### config.mk
export PLATFORM = sky130hd
export DESIGN_NAME = touch_adc_serial_port
export DESIGN_NICKNAME = d
export VERILOG_FILES = /design/src/hdl/touch_adc_pkg.sv /design/src/hdl/touch_adc_serial_port.sv /design/src/hdl/pin_sync.sv
export SDC_FILE = /design/constraint.sdc
export NUM_CORES = 1
export LEC_CHECK = 0
export BUFFER_PORTS_ARGS = -buffer_cell sky130_fd_sc_hd__clkbuf_2
export CAP_MARGIN = 20
export CELL_PAD_IN_SITES_DETAIL_PLACEMENT = 0
export CELL_PAD_IN_SITES_GLOBAL_PLACEMENT = 2
export CORE_AREA = 10 10 82 84
export DETAILED_ROUTE_END_ITERATION = 16
export DIE_AREA = 0 0 92 94
export HOLD_SLACK_MARGIN = 0.15
export PLACE_DENSITY_LB_ADDON = 0.1
export SLEW_MARGIN = 20
export SYNTH_ARGS = -nofsm -noshare
export SYNTH_HDL_FRONTEND = slang
export SYNTH_SLANG_ARGS = --single-unit
### constraint.sdc
create_clock -name core_clk -period 6.5 [get_ports core_clk]
set_input_delay 1.625 -clock core_clk [delete_from_list [all_inputs] [get_ports core_clk]]
set_output_delay 1.625 -clock core_clk [all_outputs]
set_load 0.05 [all_outputs]
### src/hdl/touch_adc_pkg.sv
// ----------------------------------------------------------------------
// Shared constants and types of the touch converter serial port.
// ----------------------------------------------------------------------
package touch_adc_pkg;

  // Length of a command byte, start bit included.
  localparam int CMD_BITS = 8;
  // Width of a full conversion result.
  localparam int RESULT_BITS = 12;
  // Width of a result in low resolution mode.
  localparam int LOW_RES_BITS = 8;
  // Number of bits read out after the busy indication.
  localparam int FRAME_BITS = 16;

  // Field positions within the seven bits that follow the start bit.
  localparam int POS_CHANNEL_2 = 6;
  localparam int POS_CHANNEL_1 = 5;
  localparam int POS_CHANNEL_0 = 4;
  localparam int POS_RESOLUTION = 3;
  localparam int POS_INPUT_CONFIG = 2;
  localparam int POS_POWER_HI = 1;
  localparam int POS_POWER_LO = 0;

  // Reset values of the control state.
  localparam logic [3:0] CNT_RESET = 4'h0;
  localparam logic [4:0] SHOWN_RESET = 5'h00;
  localparam logic [15:0] FRAME_RESET = 16'h0000;

  // Decoded command byte.
  typedef struct packed {
    logic channel_addr_2;
    logic channel_addr_1;
    logic channel_addr_0;
    logic resolution_12;
    logic input_config_select;
    logic power_mode_hi;
    logic power_mode_lo;
  } cmd_type;

  // Reset value of the decoded command.
  localparam cmd_type CMD_RESET = 7'h00;

  // Sequencer states, Gray coded along the path from ST_WAIT to ST_SHIFT.
  typedef enum logic [2:0] {
    ST_WAIT = 3'h0,
    ST_CMD = 3'h1,
    ST_ACQ = 3'h3,
    ST_CONV = 3'h2,
    ST_SHIFT = 3'h6
  } state_type;

endpackage : touch_adc_pkg

### src/hdl/touch_adc_serial_port.sv
`timescale 1ns/1ps
// Behaviour
// RULE1: Host uses clock idle low, rising-edge sampling.
// RULE2: Host reads result as two 8-bit transfers.
// RULE3: Output changes on falling, host samples rising.
// RULE4: First read byte: eight result MSBs first.
// RULE5: Second byte: four low bits, four zeros.
// RULE6: Data output released when select goes high.
// RULE7: Host selects chip before shifting command bits.
// RULE8: Leading one command starts conversion, full power.
// RULE9: Busy falling edge marks result bits coming.
// RULE10: Sixteen rising edges carry result plus trailers.
// RULE11: Host raises select after reading result.
// RULE12: Command picks analog input; that input converts.
// RULE13: First one starts command; zeros before conversion.
// RULE14: Command fields: start, channel, resolution, config, power.
// RULE15: Bit two: one single-ended, zero differential.
// RULE16: Select high aborts conversion, enters power-down.
// RULE17: Command shifted MSB first on rising edges.

// ----------------------------------------------------------------------
// Serial command and readout port of the touch converter.
// ----------------------------------------------------------------------
module touch_adc_serial_port (
  input wire logic core_clk,
  input wire logic resetn,
  input wire logic chip_select_n,
  input wire logic serial_shift_clock,
  input wire logic serial_data_in,
  input wire logic [11:0] conv_result,
  output logic serial_data_out,
  output logic serial_data_out_oe,
  output logic busy,
  output logic conv_start,
  output logic conv_abort,
  output logic full_power,
  output touch_adc_pkg::cmd_type cmd
);

  // Synchronised pin levels and edges.
  logic cs_lvl;
  logic sclk_rise;
  logic sclk_fall;
  logic din_lvl;

  // Sequencer and shift state.
  touch_adc_pkg::state_type state_r, state_nxt;
  logic [3:0] bit_cnt_r, bit_cnt_nxt;
  logic [5:0] cmd_sr_r, cmd_sr_nxt;
  logic [15:0] frame_r, frame_nxt;
  logic [4:0] shown_r, shown_nxt;
  logic [11:0] result_r, result_nxt;

  // Output registers.
  logic dout_r, dout_nxt;
  logic oe_r, oe_nxt;
  logic busy_r, busy_nxt;
  logic start_r, start_nxt;
  logic abort_r, abort_nxt;
  logic power_r, power_nxt;
  touch_adc_pkg::cmd_type cmd_r, cmd_nxt;

  // ----------------------------------------------------------------------
  // Pin synchronisers
  // ----------------------------------------------------------------------

  // Chip select rests high, so its stages leave reset deselected.
  pin_sync #(.IDLE(1'b1)) u_cs (.core_clk(core_clk), .resetn(resetn),
    .pin(chip_select_n), .level(cs_lvl), .rise(), .fall());
  // Serial shift clock, sampled for its edges.
  pin_sync u_sclk (.core_clk(core_clk), .resetn(resetn),
    .pin(serial_shift_clock), .level(), .rise(sclk_rise), .fall(sclk_fall));
  // Serial data input, delayed equally with the clock.
  pin_sync u_din (.core_clk(core_clk), .resetn(resetn),
    .pin(serial_data_in), .level(din_lvl), .rise(), .fall());

  // ----------------------------------------------------------------------
  // Sequencer
  // ----------------------------------------------------------------------

  // Computes the next command, conversion and readout state.
  always_comb begin
    state_nxt = state_r;
    bit_cnt_nxt = bit_cnt_r;
    cmd_sr_nxt = cmd_sr_r;
    frame_nxt = frame_r;
    shown_nxt = shown_r;
    result_nxt = result_r;
    dout_nxt = dout_r;
    busy_nxt = busy_r;
    start_nxt = 1'b0;
    abort_nxt = 1'b0;
    power_nxt = power_r;
    cmd_nxt = cmd_r;
    // The output drives only while the chip is selected.
    oe_nxt = ~cs_lvl; // RULE6
    if (cs_lvl) begin
      // Deselect abandons everything and powers down.
      if (state_r != touch_adc_pkg::ST_WAIT) begin
        abort_nxt = 1'b1; // RULE16
      end
      state_nxt = touch_adc_pkg::ST_WAIT;
      power_nxt = 1'b0; // RULE16
      busy_nxt = 1'b0;
      dout_nxt = 1'b0;
      bit_cnt_nxt = touch_adc_pkg::CNT_RESET;
    end else begin
      case (state_r)
        touch_adc_pkg::ST_WAIT: begin
          // Zeros go out; the first one seen is the start bit.
          dout_nxt = 1'b0; // RULE13
          if (sclk_rise && din_lvl) begin
            state_nxt = touch_adc_pkg::ST_CMD; // RULE13
            bit_cnt_nxt = touch_adc_pkg::CNT_RESET;
          end
        end
        touch_adc_pkg::ST_CMD: begin
          // Remaining command bits enter MSB first on rising edges.
          if (sclk_rise) begin
            cmd_sr_nxt = {cmd_sr_r[4:0], din_lvl}; // RULE17
            bit_cnt_nxt = bit_cnt_r + 4'h1;
            if (bit_cnt_r == 4'(touch_adc_pkg::CMD_BITS - 2)) begin
              // Decode the fields and launch the conversion.
              cmd_nxt = touch_adc_pkg::cmd_type'(
                {cmd_sr_r, din_lvl}); // RULE14 RULE15
              start_nxt = 1'b1; // RULE8
              power_nxt = 1'b1; // RULE8
              state_nxt = touch_adc_pkg::ST_ACQ;
            end
          end
        end
        touch_adc_pkg::ST_ACQ: begin
          // Busy rises on the falling edge after the command.
          if (sclk_fall) begin
            busy_nxt = 1'b1;
            state_nxt = touch_adc_pkg::ST_CONV;
          end
        end
        touch_adc_pkg::ST_CONV: begin
          // Busy falls as the MSB appears on the output.
          if (sclk_fall) begin
            busy_nxt = 1'b0; // RULE9
            result_nxt = conv_result; // RULE12
            if (cmd_r.resolution_12) begin
              // Twelve bits then four trailing zeros.
              frame_nxt = {conv_result, 4'h0}; // RULE5
            end else begin
              // Eight bits then zeros.
              frame_nxt = {conv_result[11:4], 8'h00};
            end
            dout_nxt = conv_result[11]; // RULE4
            shown_nxt = 5'h01;
            bit_cnt_nxt = touch_adc_pkg::CNT_RESET;
            state_nxt = touch_adc_pkg::ST_SHIFT;
          end
        end
        touch_adc_pkg::ST_SHIFT: begin
          // Next bit goes out on each falling edge.
          if (sclk_fall) begin
            dout_nxt = frame_r[14]; // RULE3
            frame_nxt = {frame_r[14:0], 1'b0};
            shown_nxt = shown_r + 5'h01;
          end
          // Sixteen rising edges close the readout.
          if (sclk_rise) begin
            bit_cnt_nxt = bit_cnt_r + 4'h1;
            if (bit_cnt_r == 4'(touch_adc_pkg::FRAME_BITS - 1)) begin
              state_nxt = touch_adc_pkg::ST_WAIT; // RULE10
              // Programmed power mode after the conversion.
              power_nxt = cmd_r.power_mode_lo;
            end
          end
        end
        default: begin
          state_nxt = touch_adc_pkg::ST_WAIT;
        end
      endcase
    end
  end

  // Registers the sequencer state.
  always_ff @(posedge core_clk or negedge resetn) begin
    if (!resetn) begin
      state_r <= touch_adc_pkg::ST_WAIT;
      bit_cnt_r <= touch_adc_pkg::CNT_RESET;
      cmd_sr_r <= 6'h00;
      frame_r <= touch_adc_pkg::FRAME_RESET;
      shown_r <= touch_adc_pkg::SHOWN_RESET;
      result_r <= 12'h000;
      dout_r <= 1'b0;
      oe_r <= 1'b0;
      busy_r <= 1'b0;
      start_r <= 1'b0;
      abort_r <= 1'b0;
      power_r <= 1'b0;
      cmd_r <= touch_adc_pkg::CMD_RESET;
    end else begin
      state_r <= state_nxt;
      bit_cnt_r <= bit_cnt_nxt;
      cmd_sr_r <= cmd_sr_nxt;
      frame_r <= frame_nxt;
      shown_r <= shown_nxt;
      result_r <= result_nxt;
      dout_r <= dout_nxt;
      oe_r <= oe_nxt;
      busy_r <= busy_nxt;
      start_r <= start_nxt;
      abort_r <= abort_nxt;
      power_r <= power_nxt;
      cmd_r <= cmd_nxt;
    end
  end

  // Outputs come straight from their registers.
  assign serial_data_out = dout_r;
  assign serial_data_out_oe = oe_r;
  assign busy = busy_r;
  assign conv_start = start_r;
  assign conv_abort = abort_r;
  assign full_power = power_r;
  assign cmd = cmd_r;
endmodule : touch_adc_serial_port

### src/hdl/pin_sync.sv
`timescale 1ns/1ps
// ----------------------------------------------------------------------
// Two-stage synchroniser with edge detection on the synchronised level.
// ----------------------------------------------------------------------
module pin_sync #(
  // Resting level of the pin, loaded at reset so no false edge follows.
  parameter logic IDLE = 1'b0
) (
  input wire logic core_clk,
  input wire logic resetn,
  input wire logic pin,
  output logic level,
  output logic rise,
  output logic fall
);

  // The first stage is only read by the second stage.
  logic meta_r;
  logic sync_r;
  logic prev_r;

  // Registers the pin through two stages and keeps one older copy.
  always_ff @(posedge core_clk or negedge resetn) begin
    if (!resetn) begin
      meta_r <= IDLE;
      sync_r <= IDLE;
      prev_r <= IDLE;
    end else begin
      meta_r <= pin;
      sync_r <= meta_r;
      prev_r <= sync_r;
    end
  end

  // Level and edges come only from the settled stages.
  assign level = sync_r;
  assign rise = sync_r & ~prev_r;
  assign fall = ~sync_r & prev_r;

endmodule : pin_sync

==> results of run 1 <==
-- state kept, by name, summed over array words and instances, names as in the netlist --
name                flops
frame_r                11
cmd                     7
cmd_sr_r                6
bit_cnt_r               4
state_r                 3
busy                    1
conv_abort              1
conv_start              1
full_power              1
serial_data_out         1
serial_data_out_oe      1
u_cs.level              1
u_cs.meta_r             1
u_din.level             1
u_din.meta_r            1
u_sclk.level            1
u_sclk.meta_r           1
u_sclk.prev_r           1
-- layout make-up --
type / instances / area [µm²] / share of cell area [%]
well taps: 70 / 87.6 / 3.87
inverters: 4 / 15.0 / 0.664
clock inverters: 1 / 30.0 / 1.33
clock buffers: 7 / 96.3 / 4.26
flip-flops and latches: 44 / 1100 / 48.8
multi-input cells: 110 / 785 / 34.7
repair buffers: 29 / 145 / 6.42
-- final timing paths --
kind / from / to / depth (start not counted)
max reg2reg: state_r[2]$_DFFE_PN0P_ / cmd[2]$_DFFE_PN0P_ / 4
max: cmd[3]$_DFFE_PN0P_ / cmd[3] / 1
min reg2reg: u_sclk.meta_r$_DFF_PN0_ / u_sclk.level$_DFF_PN0_ / 0
min: u_sclk.meta_r$_DFF_PN0_ / u_sclk.level$_DFF_PN0_ / 0
max in group asynchronous: resetn / bit_cnt_r[1]$_DFFE_PN0P_ / 1
min in group asynchronous: resetn / busy$_DFFE_PN0P_ / 1
-- cells by family (layout without fill, tap and decap cells) --
family	count (synthesis)	after routing	share of synthesized area [%]
simple gates	49	49	13.6
flops	44	44	56.3
compound gates	35	35	10.7
mux	23	23	14.0
buf+inv	13	41	3.64
fa+ha+maj	2	2	1.28
xor+xnor	1	1	0.447
-- layout by cell type, fill, tap and decap left out, types with 3 or more instances in the layout --
cell,n
a21oi_1,9
and3_1,3
clkbuf_2,28
clkbuf_8,7
dfrtp_1,42
inv_1,4
mux2_2,8
mux2_4,7
mux2i_1,8
nand2_1,14
nand2b_1,4
nand3_1,3
nand3b_1,3
nor2_1,6
nor3_1,3
o21ai_0,15
-- power breakdown --
part	total [mW]	internal, mW	switching (mW)
Sequential	0.292	0.283	0.00903
Combinational	0.0313	0.0150	0.0164
Clock	0.222	0.136	0.0863
Total	0.546	0.434	0.112
-- metal layers --
| metal | up-vias | GRT usage [%] |
|---|---|---|
| li1 | 636 | - |
| met1 | 614 | 11.0 |
| met2 | 27 | 15.4 |
| met3 | 2 | 3.76 |
| met4 | 0 | 3.08 |
| met5 | - | 0 |
-- through the flow --
step / instance area (µm²) / instances / hold WS (ps) / util, %
2_1_floorplan: 1960 / 167 / 331 / -
3_3_place_gp: 2140 / 257 / 332 / 42.1
4_1_cts: 2260 / 265 / 353 / 44.6
5_1_grt: 2260 / 265 / 362 / 44.6
3_5_place_dp: 2140 / 257 / 335 / 42.1
6_report: 2260 / 265 / 351 / 44.6
==> summary.txt, run 1 <==
Outcome
  – Status: finished clean

Synth
  – Synth Warn #: 0
  – Top_reg_cell synth: dfrtp_1
  – Commonest cells in the synthesized netlist: dfrtp_1 (42), o21ai_0 (15), nand2_1 (14), a21oi_1 (9)
  – Post-Syn Area: around 2000 µm²
  – Cell with the most instances after synthesis: dfrtp_1
  – Post-synthesis sequential element count: 44
  – Async set-reset flop share out of synthesis: between 90% and 100%
  – Syn Inst Count: 167
  – Synth area leader: dfrtp_1
  – Seq/Total Area, Yosys: roughly 56%
  – Syn Nets: roughly 190
  – Synth top area cells: dfrtp_1 (54%), mux2_4 (5.4%), mux2_2 (4.6%)
  – Synth cell types: 38
  – Post-synth top area share: 53.6%
  – Syn_area_per_cell: 11.7 µm²
  – Post-synth EDFFs: 0

Drt
  – ANT nets after route: 0
  – First DRT Iteration DRCs: between 40 and 50
  – Via density: 4.83
  – M1 wire length: 1730 µm
  – Drt drc: 0
  – Drt pass-1 iters: 5
  – Avg WL per Cell: between 10 and 15 µm
  – Met2 Wirelength: approximately 1800 µm
  – Routed via count: 1,279
  – Post-Route WL: 3820 µm
  – Metal3 WL: 232 µm
  – Top routing layer used: met4

Timing
  – FMAX: about 380 MHz
  – Final Hold Fails: 0
  – Slew Viols, Final: 0
  – Setup_tns: 0 ps
  – Final period util: 40.4%
  – Fin worst setup slack: 3870 ps
  – Slew @ Worst Pin: 949 ps
  – Clock skew: 3.48 ps
  – Tmin final: 2630 ps
  – RSZ-0062 raised after global routing: no
  – Max_slew headroom: between 30 and 40%
  – Final Setup Violations: 0

Setup path
  – Worst setup SP type: register
  – CP bufs+invs: 1
  – CP required: 4880 ps
  – Worst Path Arrival: 1000 ps
  – Kind of critical path: register to output port
  – Slowest stage cell, crit path: dfrtp_1
  – Largest stage delay on the critical path: 410 ps
  – CP top delay family: flip-flops
  – Crit path cell chain: clkbuf_2
  – Worst R2R Setup Slack: 4080 ps
  – Worst-path maximum fanout: 6
  – Crit end category: output port

Final layout
  – Fill cells: 492
  – Layout cells sized above 1: 29.2%
  – Layout area overhead: 15.5%
  – ANT cells: 0
  – Nets: ~210

Clocking
  – Post-CTS Resized: 0
  – Clk sinks: 44
  – Clock buffer depth: 2
  – Root buffer cell: clkbuf_8
  – Post-CTS Setup Repair Bufs: 0
  – CTS tree: done
  – CTS buffer count: 5
  – Reg clk slew, reported paths: ~80 ps
  – Cts hold-fix bufs: 0
  – Worst-skew pair later-pin latency: 290 ps
  – H-tree depth: 2

Global route
  – Vias in the first global route: 1,345
  – First-pass GRT wire length: ~6600 µm
  – Initial antenna violation count: 0
  – Pin count of the biggest net entering global routing: 45
  – Gr usage total: a little under a tenth
  – Congestion Overflow GR: 0

Placement
  – GP Congestion: 0.739
  – IO buf count: 29
  – Dpl ws: 3900 ps
  – HPWL after DPL: 2720 µm

Floorplanning
  – Starting Density: 38.6%
  – Site Rows: 26
  – Die Span Y: 94 µm
  – Core area: 5070 µm²
  – Die ar.: slightly below 9000 µm²
  – Chip width: roughly 90 µm
  – I/O pins: 30

Power
  – VDD IR max: 0.123 mV
  – Leak: 1.09 nW
  – P per Cell Area: 241 nW/µm²
  – Total power: 0.546 mW

Min path
  – Min-Delay Path Class: register to register

Flow run
  – Max-cap check violation count: 0
Power figures use the tool's default switching activity.
==> inputs of run 2 (changes only) <==
- ABC_AREA: not set -> 1
- CORE_AREA: 10 10 82 84 -> 10 10 93 95
- DIE_AREA: 0 0 92 94 -> 0 0 103 105
- clock period: 6.5 -> 2.3 ns (I/O delays scaled with it)
==> run 2 against run 1 <==
  * Die area increased by 25%
  * Critical path type is now register to register
  * Area after synthesis up 2.2%
  * Largest cell class unchanged
  * Highest routed layer unchanged
  * Sequential share of layout area decreased by 1.4 points
==> summary.txt, run 2 <==
Setup path
  – Largest stage delay on the critical path: 470 ps
  – CP bufs+invs: 2
  – Worst R2R Setup Slack: 600 ps
  – CP required: about 2500 ps
  – Worst Path Arrival: 1940 ps
  – Worst setup SP type: register
  – Reg2reg start: state_r[0]$_DFFE_PN0P_
  – Crit end category: register
  – CP top delay family: simple AND/OR/NAND/NOR gates
  – R2R Path End: state_r[0]$_DFFE_PN0P_
  – Worst reg2reg path depth: 9
  – Kind of critical path: register to register
  – Slowest stage cell, crit path: dfrtp_1
  – Worst-path maximum fanout: 12
  – Worst path most repeated cell: nand2_1
  – Crit path cell chain: inv_2 > nand3_2 > inv_2 > nand3_1 > nand2_1 > nor2_2 > nand2_2 > nand2_1 > nand2_1

Final layout
  – Layout cells sized above 1: 21.5%
  – Max reg flops: 11
  – Multi-input logic area: 759 µm²
  – Design Area, Final: 2330 µm²
  – Layout area overhead: 16.3%
  – Nets: 283
  – Largest register by flop count: frame_r
  – Most common cell after layout, fill and taps aside: nand2_1
  – Leading cell types in the layout, fill and taps excluded: nand2_1 (62), dfrtp_1 (42), clkbuf_2 (29)
  – Fill cells: 731
  – Seq. cell area: 1100 µm²
  – Final cell count without fillers: roughly 350
  – ANT cells: 0

Drt
  – Avg WL per Cell: 13.5 µm
  – First DRT Iteration DRCs: 55
  – Post-Route WL: 4650 µm
  – Via density: 4.52
  – Routed via count: between 1,500 and 2,000
  – ANT nets after route: 0
  – Drt drc: 0
  – Drt pass-1 iters: 4

Timing
  – RSZ-0062 raised after global routing: no
  – Max_slew headroom: 61.4%
  – Clock skew: 8.16 ps
  – Hold_ws: 338 ps
  – Slew Viols, Final: 0
  – Final Setup Violations: 0
  – Slew @ Worst Pin: 579 ps
  – Final period util: 73.7%
  – Tmin final: roughly 1700 ps
  – Setup_tns: 0 ps
  – FMAX: 590 MHz
  – Final Hold Fails: 0

Synth
  – Syn_area_per_cell: around 8.6 µm²
  – Seq/Total Area, Yosys: approximately 55%
  – Cell with the most instances after synthesis: nand2_1
  – Syn Inst Count: between 200 and 250
  – Commonest cells in the synthesized netlist: nand2_1 (62), dfrtp_1 (42), nor2_1 (24), inv_1 (19), nand3_1 (17)
  – Synth cell types: 27
  – Post-synth EDFFs: 0
  – Synth area leader: dfrtp_1
  – Top_reg_cell synth: dfrtp_1
  – Post-Syn Area: 2000 µm²
  – Post-synthesis sequential element count: 44
  – Async set-reset flop share out of synthesis: 100%
  – Syn Nets: 252
  – Synth top area cells: dfrtp_1 (53%), nand2_1 (12%), nor2_1 (4.5%)
  – Synth Warn #: 0
  – Post-synth top area share: 52.5%

Placement
  – IO buf count: 29
  – Cell Area, Placed: between 2000 and 2500 µm²
  – GP Congestion: 0.732
  – Placed cells: 337
  – HPWL after DPL: around 3300 µm

Global route
  – First-pass GRT wire length: 7940 µm
  – Congestion Overflow GR: 0
  – Initial antenna violation count: 0
  – Pin count of the biggest net entering global routing: 45
  – Vias in the first global route: between 1,500 and 2,000
  – Gr usage total: 9.11%

Outcome
  – Status: finished clean

Clocking
  – CTS buffer count: 5
  – Cts hold-fix bufs: 0
  – Post-CTS Resized: 0
  – Clock buffer depth: 2
  – Root buffer cell: clkbuf_8
  – CTS tree: done
  – Worst-skew pair later-pin latency: approximately 300 ps
  – Clk sinks: between 40 and 50
  – Reg clk slew, reported paths: 90 ps
  – H-tree depth: 2
  – Post-CTS Setup Repair Bufs: 0

Power
  – VDD IR max: 0.306 mV
  – Leak: between 1 and 1.5 nW
  – P per Cell Area: 983 nW/µm²

Floorplanning
  – Core area: 6760 µm²
  – I/O pins: 30
  – Site Rows: 30
  – Starting Density: 29.6%
  – Die Span Y: 105 µm
  – Chip width: 103 µm
  – Die ar.: roughly 11,000 µm²

Flow run
  – Max-cap check violation count: 0

Min path
  – Min-Delay Path Class: input port to asynchronous set/reset pin
run 2: worst max-delay path by stage:
stage / from / endpoint / slack [ps] / depth (start not counted)
after floorplan: u_cs.level$_DFF_PN1_ / bit_cnt_r[2]$_DFFE_PN0P_ / 1030 / 7
after global placement: state_r[1]$_DFFE_PN0P_ / state_r[2]$_DFFE_PN0P_ / 520 / 8
after detailed placement: state_r[0]$_DFFE_PN0P_ / state_r[0]$_DFFE_PN0P_ / 590 / 9
after CTS: state_r[0]$_DFFE_PN0P_ / state_r[0]$_DFFE_PN0P_ / 570 / 9
after global routing: state_r[0]$_DFFE_PN0P_ / state_r[0]$_DFFE_PN0P_ / 440 / 9
final: state_r[0]$_DFFE_PN0P_ / state_r[0]$_DFFE_PN0P_ / 600 / 9
run 2: kinds of logic (layout without fill, tap and decap cells):
family | after synthesis | after routing | synth area share [%]
compound gates | 38 | 38 | 10.7
fa+ha+maj | 2 | 2 | 1.25
buf+inv | 31 | 63 | 6.94
flops | 44 | 44 | 55.1
simple gates | 118 | 118 | 25.9
run 2: layout make-up:
cell class | count | share of cell area [%]
flip-flops and latches | 44 | 47.4
multi-input cells | 158 | 32.6
repair buffers | 31 | 6.88
well taps | 80 | 4.30
inverters | 24 | 3.87
clock buffers | 5 | 2.96
clock inverters | 3 | 1.99
run 2: stage by stage:
stage               util [%]  power [mW]  setup slack, ps
global placement        32.8        1.72              524
floorplan                  -        1.54             1030
detailed placement      32.8        1.71              591
finish                  34.5        2.29              604
global route            34.5        2.49              445
CTS                     34.5        2.33              566
run 2: metal layers:
metal	GRT usage [%]	up-vias	wire [µm]
met5	0	-	0
met4	2.68	0	53
met3	2.64	5	213
met2	13.3	22	2140
met1	12.5	711	2250
li1	-	820	-
run 2: power by group:
group          switching (mW)  leakage [nW]  internal [mW]
Clock                   0.281        0.0548          0.327
Sequential              0.121         0.551          0.940
Combinational           0.415         0.530          0.205
Total                   0.817          1.14           1.47
